### config.mk
export PLATFORM = sky130hd
export DESIGN_NAME = internal_clock_source_select
export DESIGN_NICKNAME = d
export VERILOG_FILES = /design/src/rtl/internal_clock_source_select.v /design/src/rtl/clock_ratio_divider.v
export VERILOG_INCLUDE_DIRS = /design/src /design/src/rtl
export SDC_FILE = /design/constraint.sdc
export NUM_CORES = 1
export LEC_CHECK = 0
export ABC_AREA = 1
export BUFFER_PORTS_ARGS = -buffer_cell sky130_fd_sc_hd__buf_4
export CAP_MARGIN = 20
export CORE_MARGIN = 8
export CORE_UTILIZATION = 33
export CTS_CLUSTER_SIZE = 40
export DETAILED_ROUTE_END_ITERATION = 8
export RECOVER_POWER = 25
export SLEW_MARGIN = 20
export SYNTH_ARGS = -nofsm -noshare
export SYNTH_HDL_FRONTEND = slang
export SYNTH_HIERARCHICAL = 1
export SYNTH_SLANG_ARGS = --single-unit
### constraint.sdc
create_clock -name pclk -period 19.2 [get_ports pclk]
set_input_delay 2.88 -clock pclk [delete_from_list [all_inputs] [get_ports pclk]]
set_output_delay 2.88 -clock pclk [all_outputs]
set_load 0.03 [all_outputs]
### src/rtl/clock_select_defines.vh
`ifndef CLOCK_SELECT_DEFINES_VH
`define CLOCK_SELECT_DEFINES_VH

// register byte offsets
`define OFS_CLOCK_SWITCH_CONTROL 8'h00
`define OFS_FAST_OSC_FREQUENCY 8'h04
`define OFS_CLOCK_STATUS 8'h08
`define OFS_CONFIG_VIEW 8'h0c

// clock_switch_control_reg fields
`define CSC_DIV_LSB 0
`define CSC_DIV_MSB 3
`define CSC_NEW_LSB 4
`define CSC_NEW_MSB 6

// fast_osc_frequency_reg field
`define FRQ_LSB 0
`define FRQ_MSB 2

// source codes, shared by reset_clock_select and new_clock_select
`define SRC_FAST_PLL 3'h0
`define SRC_SLOW 3'h5
`define SRC_FAST 3'h6

// fast_osc_freq_select codes
`define FRQ_1MHZ 3'h0
`define FRQ_2MHZ 3'h1
`define FRQ_4MHZ 3'h2
`define FRQ_8MHZ 3'h3
`define FRQ_12MHZ 3'h4
`define FRQ_16MHZ 3'h6
`define FRQ_32MHZ 3'h7

// reset value and largest divider select
`define RST_DIV_SEL 4'h0
`define DIV_SEL_MAX 4'h9

// timing: pclk rate and oscillator rates in hertz
`define PCLK_HZ 64'd200000000
`define SLOW_OSC_HZ 64'd31000
`define MHZ 64'd1000000
`define PHASE_BITS 24

`endif

### src/rtl/internal_clock_source_select.v
`timescale 1ns/1ps
`default_nettype none
`include "clock_select_defines.vh"

module internal_clock_source_select (
    input wire pclk,
    input wire presetn,
    input wire psel,
    input wire penable,
    input wire pwrite,
    input wire [7:0] paddr,
    input wire [31:0] pwdata,
    output reg [31:0] prdata_r,
    output reg pready_r,
    output reg pslverr_r,
    input wire [2:0] reset_clock_select,
    input wire clock_out_pin_enable,
    output reg sys_clk_tick_r,
    output reg clock_out_pin_data_r,
    output reg clock_out_pin_oe_r
);
    localparam [63:0] PHASE_ONE = 64'd1 << `PHASE_BITS;
    localparam [63:0] INC_SLOW_W = (`SLOW_OSC_HZ * PHASE_ONE) / `PCLK_HZ;
    localparam [23:0] INC_SLOW = INC_SLOW_W[23:0];

    // configuration words, caught once after reset release
    reg cfg_loaded_r;
    reg [2:0] cfg_src_r;
    reg cfg_clkout_r;

    reg [2:0] new_clock_select_r;
    reg [3:0] clock_divider_select_r;
    reg [2:0] fast_osc_freq_select_r;

    reg [23:0] fast_phase_r;
    reg [23:0] slow_phase_r;
    reg fast_tick_r;
    reg slow_tick_r;
    reg [1:0] clkout_cnt_r;

    reg [63:0] fast_hz;
    reg [63:0] fast_inc_w;
    reg [23:0] fast_inc;
    reg pll_ok;
    reg src_tick;
    reg [31:0] rd_data;
    reg rd_err;

    wire [24:0] fast_sum;
    wire [24:0] slow_sum;
    wire div_tick;
    wire access;
    wire pll_req;

    assign pll_req = (new_clock_select_r == `SRC_FAST_PLL);
    assign access = psel & penable & pready_r;

    // oscillator rate from the frequency code
    always @* begin
        case (fast_osc_freq_select_r)
            `FRQ_1MHZ: fast_hz = 64'd1 * `MHZ;
            `FRQ_2MHZ: fast_hz = 64'd2 * `MHZ;
            `FRQ_4MHZ: fast_hz = 64'd4 * `MHZ;
            `FRQ_8MHZ: fast_hz = 64'd8 * `MHZ;
            `FRQ_12MHZ: fast_hz = 64'd12 * `MHZ;
            `FRQ_16MHZ: fast_hz = 64'd16 * `MHZ;
            default: fast_hz = 64'd32 * `MHZ;
        endcase
    end

    // the doubler only locks on the three legal input rates
    always @* begin
        pll_ok = pll_req &&
            (fast_osc_freq_select_r == `FRQ_8MHZ ||
             fast_osc_freq_select_r == `FRQ_12MHZ ||
             fast_osc_freq_select_r == `FRQ_16MHZ);
    end

    // increments stay below 2^24 for every legal rate, so the cut loses nothing
    always @* begin
        if (pll_ok) begin
            fast_inc_w = ((fast_hz << 1) * PHASE_ONE) / `PCLK_HZ;
        end else begin
            fast_inc_w = (fast_hz * PHASE_ONE) / `PCLK_HZ;
        end
        fast_inc = fast_inc_w[23:0];
    end

    assign fast_sum = {1'b0, fast_phase_r} + {1'b0, fast_inc};
    assign slow_sum = {1'b0, slow_phase_r} + {1'b0, INC_SLOW};

    // two free running oscillators modelled as phase accumulators
    always @(posedge pclk or negedge presetn) begin
        if (!presetn) begin
            fast_phase_r <= 24'h000000;
            slow_phase_r <= 24'h000000;
            fast_tick_r <= 1'b0;
            slow_tick_r <= 1'b0;
        end else begin
            fast_phase_r <= fast_sum[23:0];
            fast_tick_r <= fast_sum[24];
            slow_phase_r <= slow_sum[23:0];
            slow_tick_r <= slow_sum[24];
        end
    end

    // source mux; no source tick reaches the divider until the configuration words are in
    always @* begin
        if (!cfg_loaded_r) begin
            src_tick = 1'b0;
        end else if (new_clock_select_r == `SRC_SLOW) begin
            src_tick = slow_tick_r;
        end else begin
            src_tick = fast_tick_r;
        end
    end

    clock_ratio_divider u_div (
        .pclk(pclk),
        .presetn(presetn),
        .src_tick(src_tick),
        .ratio_sel(clock_divider_select_r),
        .div_tick_r(div_tick)
    );

    // read mux
    always @* begin
        rd_data = 32'h00000000;
        rd_err = 1'b0;
        if (paddr == `OFS_CLOCK_SWITCH_CONTROL) begin
            rd_data[`CSC_NEW_MSB:`CSC_NEW_LSB] = new_clock_select_r;
            rd_data[`CSC_DIV_MSB:`CSC_DIV_LSB] = clock_divider_select_r;
        end else if (paddr == `OFS_FAST_OSC_FREQUENCY) begin
            rd_data[`FRQ_MSB:`FRQ_LSB] = fast_osc_freq_select_r;
        end else if (paddr == `OFS_CLOCK_STATUS) begin
            rd_data[2:0] = new_clock_select_r;
            rd_data[3] = pll_ok;
            rd_data[4] = cfg_loaded_r;
        end else if (paddr == `OFS_CONFIG_VIEW) begin
            rd_data[2:0] = cfg_src_r;
            rd_data[3] = cfg_clkout_r;
        end else begin
            rd_err = 1'b1;
        end
    end

    // apb: one wait state, pready rises in the second access cycle
    always @(posedge pclk or negedge presetn) begin
        if (!presetn) begin
            pready_r <= 1'b0;
            prdata_r <= 32'h00000000;
            pslverr_r <= 1'b0;
        end else begin
            pready_r <= psel & penable & ~pready_r;
            if (psel & penable & ~pready_r) begin
                prdata_r <= pwrite ? 32'h00000000 : rd_data;
                pslverr_r <= rd_err |
                    (pwrite & (paddr == `OFS_CLOCK_STATUS || paddr == `OFS_CONFIG_VIEW));
            end else begin
                prdata_r <= 32'h00000000;
                pslverr_r <= 1'b0;
            end
        end
    end

    // configuration capture and software control registers
    always @(posedge pclk or negedge presetn) begin
        if (!presetn) begin
            cfg_loaded_r <= 1'b0;
            cfg_src_r <= `SRC_FAST;
            cfg_clkout_r <= 1'b0;
            new_clock_select_r <= `SRC_FAST;
            clock_divider_select_r <= `RST_DIV_SEL;
            fast_osc_freq_select_r <= `FRQ_1MHZ;
        end else if (!cfg_loaded_r) begin
            cfg_loaded_r <= 1'b1;
            cfg_src_r <= reset_clock_select;
            cfg_clkout_r <= clock_out_pin_enable;
            clock_divider_select_r <= `RST_DIV_SEL;
            if (reset_clock_select == `SRC_FAST_PLL) begin
                new_clock_select_r <= `SRC_FAST_PLL;
                fast_osc_freq_select_r <= `FRQ_16MHZ;
            end else if (reset_clock_select == `SRC_SLOW) begin
                new_clock_select_r <= `SRC_SLOW;
                fast_osc_freq_select_r <= `FRQ_1MHZ;
            end else begin
                new_clock_select_r <= `SRC_FAST;
                fast_osc_freq_select_r <= `FRQ_1MHZ;
            end
        end else if (access & pwrite) begin
            if (paddr == `OFS_CLOCK_SWITCH_CONTROL) begin
                // unknown source codes are dropped so the clock never stops
                if (pwdata[`CSC_NEW_MSB:`CSC_NEW_LSB] == `SRC_FAST_PLL ||
                    pwdata[`CSC_NEW_MSB:`CSC_NEW_LSB] == `SRC_FAST ||
                    pwdata[`CSC_NEW_MSB:`CSC_NEW_LSB] == `SRC_SLOW) begin
                    new_clock_select_r <= pwdata[`CSC_NEW_MSB:`CSC_NEW_LSB];
                end
                if (pwdata[`CSC_DIV_MSB:`CSC_DIV_LSB] > `DIV_SEL_MAX) begin
                    clock_divider_select_r <= `DIV_SEL_MAX;
                end else begin
                    clock_divider_select_r <= pwdata[`CSC_DIV_MSB:`CSC_DIV_LSB];
                end
            end else if (paddr == `OFS_FAST_OSC_FREQUENCY) begin
                fast_osc_freq_select_r <= pwdata[`FRQ_MSB:`FRQ_LSB];
            end
        end
    end

    // system clock tick and clock-out pin (system clock divided by four)
    always @(posedge pclk or negedge presetn) begin
        if (!presetn) begin
            sys_clk_tick_r <= 1'b0;
            clkout_cnt_r <= 2'h0;
            clock_out_pin_data_r <= 1'b0;
            clock_out_pin_oe_r <= 1'b0;
        end else begin
            sys_clk_tick_r <= div_tick;
            if (div_tick) begin
                clkout_cnt_r <= clkout_cnt_r + 2'h1;
            end
            clock_out_pin_data_r <= cfg_clkout_r & clkout_cnt_r[1];
            clock_out_pin_oe_r <= cfg_clkout_r;
        end
    end
endmodule // internal_clock_source_select

`default_nettype wire

### src/rtl/clock_ratio_divider.v
`timescale 1ns/1ps
`default_nettype none

module clock_ratio_divider (
    input wire pclk,
    input wire presetn,
    input wire src_tick,
    input wire [3:0] ratio_sel,
    output reg div_tick_r
);
    reg [8:0] count_r;
    wire [8:0] mask;

    // bit i of the mask is set when ratio_sel is above i
    genvar i;
    generate
        for (i = 0; i < 9; i = i + 1) begin : g_mask
            assign mask[i] = (ratio_sel > i);
        end
    endgenerate

    always @(posedge pclk or negedge presetn) begin
        if (!presetn) begin
            count_r <= 9'h000;
            div_tick_r <= 1'b0;
        end else begin
            div_tick_r <= 1'b0;
            if (src_tick) begin
                if ((count_r & mask) == mask) begin
                    count_r <= 9'h000;
                    div_tick_r <= 1'b1;
                end else begin
                    count_r <= count_r + 9'h001;
                end
            end
        end
    end
endmodule // clock_ratio_divider

`default_nettype wire

==> Word-level counts from Yosys, hierarchy flattened <==
Cells that the tools add are included.
{ "classes": {"n_mux": 36, "n_addsub": 4, "div_mod_pow": 2, "bitwise": 9, "eq_ne": 18, "n_reduce_logical": 14, "n_lt_le_gt_ge": 10} }
{ "op_table": {"columns": ["cell", "count"], "rows": [
  ["$pmux 25 s6", 1],
  ["$div 64x28->64 const B", 2],
  ["$mux 3", 11],
  ["$add 24x12->25 const B", 1],
  ["$add 24x24->25", 1],
  ["$mux 24", 1],
  ["$mux 4", 6],
  ["$eq 3x3->1 const B", 6],
  ["$eq 8x4->1 const B", 2],
  ["$gt 4x3->1 const B", 4],
  ["$mux 7", 2],
  ["$logic_not 3->1", 4],
  ["$mux 1", 10],
  ["$add 9x1->9 const B", 1],
  ["$and 9x9->9", 1],
  ["$eq 9x9->1", 1],
  ["$mux 9", 1],
  ["$eq 8x3->1 const B", 1],
  ["$gt 4x1->1 const B", 2],
  ["$gt 4x2->1 const B", 2],
  ["$gt 4x4->1 const B", 2],
  ["$logic_not 8->1", 1],
  ["$ne 2x1->1 const B", 4],
  ["$and 1x1->1", 6],
  ["other kinds (12)", 20]
]} }
{ "word_totals": {"regBits": 114, "out_inout_bits": 37} }

==> Depth between registers and ports, before layout <==
Gate-level depths: netlist (run 1).
{ "logic_depth": {"depth_word": 9, "mapped_depth": 139, "ltp_nobuf": 133} }

==> Modules after synthesis <==
The synthesis (run 1) kept the hierarchy.
{ "modules_own_cells": {"columns": ["mod", "area_each_um2", "instances", "cells_each"], "rows": [
  ["internal_clock_source_select", 13020.0, 1, 2183],
  ["clock_ratio_divider", 570.5, 1, 76]
]} }

==> Worst setup path before layout (run 1) <==
OpenSTA, ideal clock, no wires.
{ "synth_path": {"kind": "register to register", "from": "register fast_osc_freq_select_r[1]", "to": "register fast_tick_r", "setup_ns": 0.084, "path_stages_with_launch": 128, "path_slack_ns": 5.141, "path_buffers": 9, "arrival_ns": 13.975, "synth_period_minus_slack_ns": 14.059, "required_time_ns": 19.116, "path_cell_list": "dfrtp_1 -> buf_4 -> nor2_2 -> buf_6 -> nand2_4 -> buf_2 -> ha_1 -> nand2_1 -> nand2_2 -> ha_1 -> inv_1 -> nand3_1 -> nand3_1 -> nand3_1 -> nand3_1 -> nand3_1 -> nor3_1 -> nand2_2 -> [... 92 more ...] -> o21bai_1 -> a21oi_1 -> o21bai_1 -> a21oi_1 -> inv_1 -> a21oi_1 -> o21ai_0 -> a21o_1 -> a21oi_1 -> o21bai_1 -> a21oi_1 -> o21ai_0 -> a21oi_1 -> o21ai_0 -> nand3_1 -> nand2_1 -> nand2_1 -> a21boi_0"} }
{ "synth_via": {"elab_chain_len": 6, "word_cells_on_any_way": 14, "classes_between": "add/sub (1); div (2); eq/ne (5); mux (2); reduce/logical (4)"} }
{ "synth_rtl": {"columns": ["item", "line", "rtl"], "rows": [
  ["from (decl)", "internal_clock_source_select.v:33", "reg [2:0] fast_osc_freq_select_r;"],
  ["from (signal assigned)", "internal_clock_source_select.v:174", "fast_osc_freq_select_r <= `FRQ_1MHZ;"],
  ["from (signal assigned)", "internal_clock_source_select.v:182", "fast_osc_freq_select_r <= `FRQ_16MHZ;"],
  ["from (signal assigned)", "internal_clock_source_select.v:185", "fast_osc_freq_select_r <= `FRQ_1MHZ;"],
  ["parallel branches: the longest is 4 deep, another holds $div 64x28->64", null, null],
  ["$mux 24 *", "internal_clock_source_select.v:81", "if (pll_ok) begin"],
  ["$add 24x24->25 *", "internal_clock_source_select.v:89", "assign fast_sum = {1'b0, fast_phase_r} + {1'b0, fast_inc};"],
  ["net fast_sum[24]", "internal_clock_source_select.v:49", "wire [24:0] fast_sum;"],
  ["to (signal assigned)", "internal_clock_source_select.v:101", "fast_tick_r <= fast_sum[24];"],
  ["to (decl)", "internal_clock_source_select.v:37", "reg fast_tick_r;"]
]} }
Mark *: on every way through the listed nets, which the timed path passes.
A chain may end at the register's enable or synchronous reset.

==> Final worst setup path (run 1) <==
{ "layout_path": {"from": "register fast_osc_freq_select_r[2]", "to": "register fast_tick_r"} }
The elaborated chain is that of the path after synthesis.

==> results of run 1 <==
cells by family (layout without fill, tap and decap cells):
| family | after synthesis | after routing | synth area share (%) |
|---|---|---|---|
| AOI/OAI and AO/OA | 205 | 205 | 9.00 |
| buffers and inverters | 345 | 335 | 12.5 |
| DFF | 86 | 86 | 15.9 |
| adders and majority gates | 48 | 48 | 4.47 |
| xor gates and xnor gates | 92 | 92 | 5.93 |
| and+or+nand+nor | 1481 | 1481 | 52.2 |
| other | 2 | 27 | 0.0553 |
per-layer routing:
layer	vias up	track usage (%)
li1	7210	-
met1	6233	18.5
met2	232	23.8
met3	28	1.56
met4	0	3.05
met5	-	0
worst paths after layout:
kind / start / endpoint / slack [ns] / cells after the start
max: fast_osc_freq_select_r[2] / fast_tick_r / 2.02 / 117
min in group asynchronous: presetn / sys_clk_tick_r / 2.92 / 1
max reg2reg: fast_osc_freq_select_r[2] / fast_tick_r / 2.02 / 117
max in group asynchronous: presetn / fast_osc_freq_select_r[0] / 14.74 / 2
min reg2reg: u_div/div_tick_r / sys_clk_tick_r / 0.43 / 0
min: u_div/div_tick_r / sys_clk_tick_r / 0.43 / 0
repair_timing:
| action | 4_1_cts | 5_1_grt |
|---|---|---|
| resized for setup | 0 | 11 |
| hold buffers | 0 | 0 |
| setup endpoints to repair | 0 | 9 |
| buffers inserted | 0 | 3 |
cell type report:
cell class	instances	share of cell area (%)
Multi-Input combinational cell	1853	68.7
Clock buffer	10	1.59
Inverter	278	7.43
Sequential cell	86	15.0
Timing Repair Buffer	42	2.17
Clock inverter	5	0.409
Tap cell	532	4.63
flip-flops by register name (all words and copies together) (netlist names), 2 cells and up:
register	cells
new_clock_select_r	3
fast_osc_freq_select_r	3
u_div/count_r	9
clock_divider_select_r	4
prdata_r	7
cfg_src_r	3
slow_phase_r	21
fast_phase_r	24
clkout_cnt_r	2
critical path: cells and delay by family (launching register included):
family	cells	cell delay, ns
xor+xnor	1	0.32
buf+inv	10	0.98
fa+ha+maj	6	1.83
simple gates	80	10.03
flops	1	0.57
compound gates	20	3.30
metrics by stage:
stage          std cells  instance area [sq um]  utilization (%)  worst slack, ns  hold WS, ns
2_1_floorplan       2284                  13700                -             5.14        0.390
3_3_place_gp        2788                  14000             34.4             1.13        0.414
3_5_place_dp        2788                  14000             34.4            0.875        0.425
4_1_cts             2803                  14300             35.1            0.809        0.445
5_1_grt             2806                  14400             35.3           0.0813        0.455
6_report            2806                  14400             35.3             2.02        0.433
cells in the mapped netlist, drive strengths merged (2+ instances only):
cell type	n
nand3	294
and3	2
ha	47
o22ai	4
a21oi	74
nor4	2
nand4	46
xnor2	26
or2	8
o21ai	92
nand2	874
dfstp	4
a21boi	5
nor3	19
o21bai	8
buf	63
dfrtp	82
o31ai	6
nand3b	11
xor2	66
inv	275
a31oi	5
clkinv	3
nor2	223
a21o	2
o211ai	5
conb	2
clkbuf	4
==> results.yml, run 1 <==
run_status:
  status: "finished, violations left"
  violations: "capacitance limit, slew limit"
detailed_routing:
  drt-initial-drc-count: 738
  drc: 0
  vias: 13700
  maxUsedRoutingLayer: "met4"
  wl_per_cell_um: 12.0
  wl_met3_mm: 1.09
  viasPerCell: 4.88
  wl_met1_mm: 16.5
  wl_met2_mm: 15.6
  drtAntennaViolNets: 0
  dr.pass1.iters: 7
  drt-total-wl_mm: 33.5
worst_setup_path:
  crit_type: "flop to flop"
  cp_data_arrival_time_ns: 17.42
  cp_max_fo: 30
  cp_slowest_cell: "dfrtp_2"
  end_kind: "flop"
  crit_path_start_kind: "flop"
  cp_common_cell: "nand2_1"
  worst_path_largest_cell_delay_ns: 0.57
  required_ns: 19.44
die:
  core_region_area_sq_um: 40700
  die-area_sq_um: 47900
  die_y_um: 219
  row_count: 74
  initial_core_util_pct: 33.4
  dieWidth_um: 219
  io_pins: 86
placed_design:
  hpwl_mm: 27.3
  portBuffers: 35
  gp_congestion: 0.896
timing:
  setup_tns_ns: 0
  setup_violations: 0
  maxSlewHeadroom_pct: -4.80
  clock.fmax_mhz: 58.2
  fin_crit_sh_pct: 89.5
  final_hold_viol_count: 0
  period_needed_ns: 17.18
  tightest_slew_ns: 1.57
  slew_violations: 31
  rsz0062_at_grt: "false"
  finClkSkew_ns: 0.00951
logic_synthesis:
  syn_avg_cell_area_sq_um: 6.02
  syn_inst: 2259
  synth.area.top_cells: "nand2_1 20%, dfrtp_1 15%, nand3_1 9.8%"
  yosysTopAreaCell: "nand2_1"
  synth_top_area_share_pct: 20.3
  yosysWarnings: 6
  ys.flop_type: "dfrtp_1"
  ys_seq_area_share_pct: 15.9
  synth_edf_count: 0
  yosys_register_bits: 86
  synthArstFlopShare_pct: 100
  syn-cell-area_sq_um: 13600
  ys_types: 60
run:
  max_cap_violations: 1
layout:
  antenna_cells: 0
  final_cell_mix: "733 x nand2_1, 266 x nand3_1, 240 x inv_1"
  final_common_cell: "nand2_1"
  fin_nets: 2367
  syn_to_final_growth_pct: 5.78
  n_fill_cell: 4502
  multiInputGateArea_sq_um: 9880
  seq_area_sq_um: 2160
  drive_above_1_share_pct: 14.8
global_routing:
  grt-ovfl-total: 0
  grt_max_degree: 58
  grtUsageTotal_pct: 13.9
  grt_pass1_vias: 12900
  grt_pass1_wl_mm: 58.5
  antenna_found_initial: 0
clocking:
  clock_latency_ns: 0.34
  clkTransAtPathRegs_ns: 0.07
  root_buffer: "clkbuf_16"
  cts_tree: "built"
  cts_buffers: 9
  clock_path_buffers: 2
  htree_levels: 3
  clock-sinks: 86
worst_hold_path:
  min_path_type: "flop to flop"
Power of run 1 is left out: the tool's default activity adds up to more than one toggle a clock period on the data nets, which glitch-free logic cannot reach.
==> inputs of run 2 (changes only) <==
- MAX_ROUTING_LAYER: not set -> met4
==> results.yml, run 2 (synthesized netlist as in run 1, its figures left out) <==
timing:
  setup_violations: 0
  tightest_slew_ns: 1.40
  final_hold_viol_count: 0
  period_needed_ns: 17.26
  fin_crit_sh_pct: 89.9
  finClkSkew_ns: 0.00515
  slew_violations: 0
  maxSlewHeadroom_pct: 6.36
  setup_slack_ns: 1.94
  rsz0062_at_grt: "false"
  clock.fmax_mhz: 57.9
  setup_tns_ns: 0
worst_hold_path:
  min_path_type: "flop to flop"
  min-delay-start: "u_div/div_tick_r"
layout:
  utilization_pct: 35.4
  top_register: "fast_phase_r"
  final_common_cell: "nand2_1"
  antenna_cells: 0
  final_cell_mix: "733 x nand2_1, 266 x nand3_1, 240 x inv_1"
  syn_to_final_growth_pct: 6.16
  drive_above_1_share_pct: 14.8
  largest_registers: "fast_phase_r: 24 flops, slow_phase_r: 21 flops, u_div/count_r: 9 flops"
  fin_nets: 2366
  largest_register_ffs: 24
worst_setup_path:
  cp_slowest_cell: "dfrtp_2"
  cp_max_fo: 30
  cp_common_cell: "nand2_1"
  setup.worst_path.end: "fast_tick_r"
  r2r_cells: 117
  rr_endpoint: "fast_tick_r"
  crit_path_start_kind: "flop"
  worst_path_largest_cell_delay_ns: 0.53
  startpoint: "fast_osc_freq_select_r[2]"
  reg2reg_from: "fast_osc_freq_select_r[2]"
  reg2reg_slack_ns: 1.94
  cp_data_arrival_time_ns: 17.51
  required_ns: 19.45
  crit_type: "flop to flop"
  end_kind: "flop"
run_status:
  status: "complete, no violations"
detailed_routing:
  dr.pass1.iters: 5
  viasPerCell: 4.84
  drtAntennaViolNets: 0
  drt-initial-drc-count: 760
  drt-total-wl_mm: 33.6
  vias: 13600
  wl_per_cell_um: 12.0
  drc: 0
die:
  core_region_area_sq_um: 40700
  dieWidth_um: 219
  die_y_um: 219
  row_count: 74
  die-area_sq_um: 47900
  initial_core_util_pct: 33.4
  io_pins: 86
global_routing:
  antenna_found_initial: 0
  busiest_layer: "met2"
  grtUsageMet3_pct: 1.09
  grt_use_met1_pct: 18.8
  grt-ovfl-total: 0
  grtUsageTotal_pct: 14.4
  grt_pass1_vias: 12900
  use_met2_pct: 24.3
  grt_max_degree: 61
  grt_pass1_wl_mm: 58.9
clocking:
  cts_tree: "built"
  clock-sinks: 86
  cts_buffers: 9
  clock_path_buffers: 2
  root_buffer: "clkbuf_16"
  clkTransAtPathRegs_ns: 0.06
  clock_latency_ns: 0.34
  htree_levels: 3
placed_design:
  gp_congestion: 0.912
  portBuffers: 35
  hpwl_mm: 27.4
  place_ws_ns: 0.801
run:
  max_cap_violations: 0
## run 2: cell count changes in the layout (fill, tap and decap cells not counted)
cell	previous run	this run
clkinv_2	1	0
inv_8	0	1
bufinv_16	1	3
buf_4	41	40
clkinvlp_4	2	1
## run 2: worst max-delay path: cells and delay by family (launching register included)
family,cells,cell delay (ns)
xor+xnor,1,0.30
fa+ha+maj,6,1.76
simple gates,80,10.10
buf+inv,10,1.00
flops,1,0.53
compound gates,20,3.40
## run 2: worst min-delay path by stage
stage	cells after the start	to	slack [ns]
floorplan	0	clock_out_pin_oe_r	0.39
global placement	0	sys_clk_tick_r	0.42
detailed placement	0	sys_clk_tick_r	0.41
CTS	0	sys_clk_tick_r	0.43
global route	0	sys_clk_tick_r	0.46
finish	0	sys_clk_tick_r	0.43
## run 2: area by class of cell
| cell class | count | area, sq um |
|---|---|---|
| clock buffer | 10 | 229 |
| clock inverter | 6 | 118 |
| fill | 4507 | 26300 |
| inverter | 278 | 1070 |
| multi-input combinational | 1853 | 9880 |
| sequential | 86 | 2160 |
| tap | 532 | 666 |
| timing repair buffer | 41 | 304 |
## run 2: per-stage QoR
step | cell area, sq um | std cells | hold slack [ns]
global route | 14400 | 2806 | 0.458
global placement | 14000 | 2788 | 0.417
detailed placement | 14000 | 2788 | 0.409
finish | 14400 | 2806 | 0.428
floorplan | 13700 | 2284 | 0.390
CTS | 14400 | 2804 | 0.431
## run 2: per-layer routing
layer | vias up | wire length [um]
met5 | - | 0
met4 | 0 | 292
met3 | 19 | 852
met2 | 215 | 15700
met1 | 6162 | 16700
li1 | 7196 | -
## run 2: what timing repair did
action | CTS | global route
setup buffers | 0 | 2
gates resized for setup | 0 | 11
hold buffers | 0 | 0
setup endpoints to repair | 0 | 10
Power of run 2 is left out for the same reason.
==> inputs of run 3 (changes only) <==
- CORE_UTILIZATION: 33 -> 35
==> results.yml, run 3 (synthesized netlist as in run 1, its figures left out) <==
placed_design:
  portBuffers: 35
  hpwl_mm: 27.0
  gp_congestion: 0.901
  dpl_cell_area_sq_um: 14000
  place_ws_ns: 0.901
worst_setup_path:
  crit_path_start_kind: "flop"
  cp_slowest_cell: "dfrtp_4"
  cp_common_cell: "nand2_1"
  worst_path_largest_cell_delay_ns: 0.58
  end_kind: "flop"
  cp_max_fo: 30
  crit_type: "flop to flop"
  cp_data_arrival_time_ns: 17.32
  required_ns: 19.45
detailed_routing:
  drtAntennaViolNets: 0
  wl_per_cell_um: 11.9
  drt-initial-drc-count: 655
  vias: 13600
  viasPerCell: 4.88
  drc: 0
  dr.pass1.iters: 7
  drt-total-wl_mm: 33.3
timing:
  setup_tns_ns: 0
  setup_slack_ns: 2.13
  tightest_slew_ns: 4.39
  slew_violations: 85
  rsz0062_at_grt: "false"
  period_needed_ns: 17.07
  final_hold_viol_count: 0
  fin_crit_sh_pct: 88.9
  finClkSkew_ns: 0.00734
  maxSlewHeadroom_pct: -193
  setup_violations: 0
  clock.fmax_mhz: 58.6
layout:
  syn_to_final_growth_pct: 5.79
  antenna_cells: 0
  drive_above_1_share_pct: 14.8
  final_cell_mix: "733 x nand2_1, 266 x nand3_1, 240 x inv_1"
  final_common_cell: "nand2_1"
  fin_nets: 2367
  top_register: "fast_phase_r"
  fin_area_sq_um: 14400
  largest_registers: "fast_phase_r: 24 flops, slow_phase_r: 21 flops, u_div/count_r: 9 flops"
  n_fill_cell: 4250
  largest_register_ffs: 24
clocking:
  clock_path_buffers: 2
  root_buffer: "clkbuf_16"
  cts_hold_buf: 0
  clock-sinks: 86
  clkTransAtPathRegs_ns: 0.07
  htree_levels: 3
  clock_latency_ns: 0.33
  cts_tree: "built"
  cts_buffers: 9
die:
  die-area_sq_um: 45400
  die_y_um: 213
  dieWidth_um: 213
  row_count: 72
  initial_core_util_pct: 35.3
  io_pins: 86
  core_region_area_sq_um: 38500
global_routing:
  grt_pass1_vias: 12900
  antenna_found_initial: 0
  grtUsageTotal_pct: 15.2
  grt_pass1_wl_mm: 58.5
  grt-ovfl-total: 0
  grt_max_degree: 85
run_status:
  status: "finished, violations left"
  violations: "capacitance limit, slew limit"
worst_hold_path:
  min_path_type: "flop to flop"
run:
  max_cap_violations: 1
run 3: cell types whose count changed in the layout (fill, tap and decap cells not counted), sizes merged:
| cell | previous run | this run |
|---|---|---|
| bufinv | 3 | 1 |
| buf | 40 | 35 |
| clkbuf | 11 | 17 |
| clkinv | 3 | 6 |
| inv | 277 | 276 |
run 3: layer usage:
layer	track usage, %	wire length [um]
met1	20.3	16900
met2	25.6	15200
met3	1.07	942
met4	2.17	261
met5	-	0
run 3: area by class of cell:
| type | count | area, sq um | share of cell area (%) |
|---|---|---|---|
| tap | 518 | 648 | 4.51 |
| timing repair buffer | 42 | 300 | 2.09 |
| multi-input combinational | 1853 | 9890 | 68.8 |
| clock buffer | 10 | 239 | 1.66 |
| clock inverter | 6 | 68.8 | 0.479 |
| inverter | 278 | 1070 | 7.43 |
| sequential | 86 | 2160 | 15.0 |
run 3: worst max-delay path, delay by kind of cell, from the launching register on:
kind            cells  cell delay [ns]
compound gates     20             3.65
xor+xnor            2             0.44
fa+ha+maj           6             1.79
buf+inv             9             0.96
flops               1             0.58
simple gates       76             9.45
run 3: what timing repair did:
| action | in CTS | in global routing |
|---|---|---|
| setup buffers | 0 | 3 |
| setup endpoints to repair | 0 | 10 |
| resized for setup | 0 | 13 |
run 3: worst paths after layout:
kind / to / depth (start not counted) / start / slack [ns]
setup / recovery: fast_tick_r / 113 / fast_osc_freq_select_r[2] / 2.13
hold / removal: sys_clk_tick_r / 0 / u_div/div_tick_r / 0.43
setup reg to reg: fast_tick_r / 113 / fast_osc_freq_select_r[2] / 2.13
hold reg to reg: sys_clk_tick_r / 0 / u_div/div_tick_r / 0.43
max in group asynchronous: fast_osc_freq_select_r[2] / 2 / presetn / 11.83
min in group asynchronous: clock_out_pin_data_r / 1 / presetn / 2.33
run 3: through the flow:
step / instances / utilization (%) / hold slack [ns]
after floorplan: 2284 / - / 0.390
after global routing: 2793 / 37.4 / 0.456
after global placement: 2774 / 36.4 / 0.421
after detailed placement: 2774 / 36.4 / 0.414
after CTS: 2790 / 37.2 / 0.431
final: 2793 / 37.4 / 0.432
Power of run 3 is left out for the same reason.
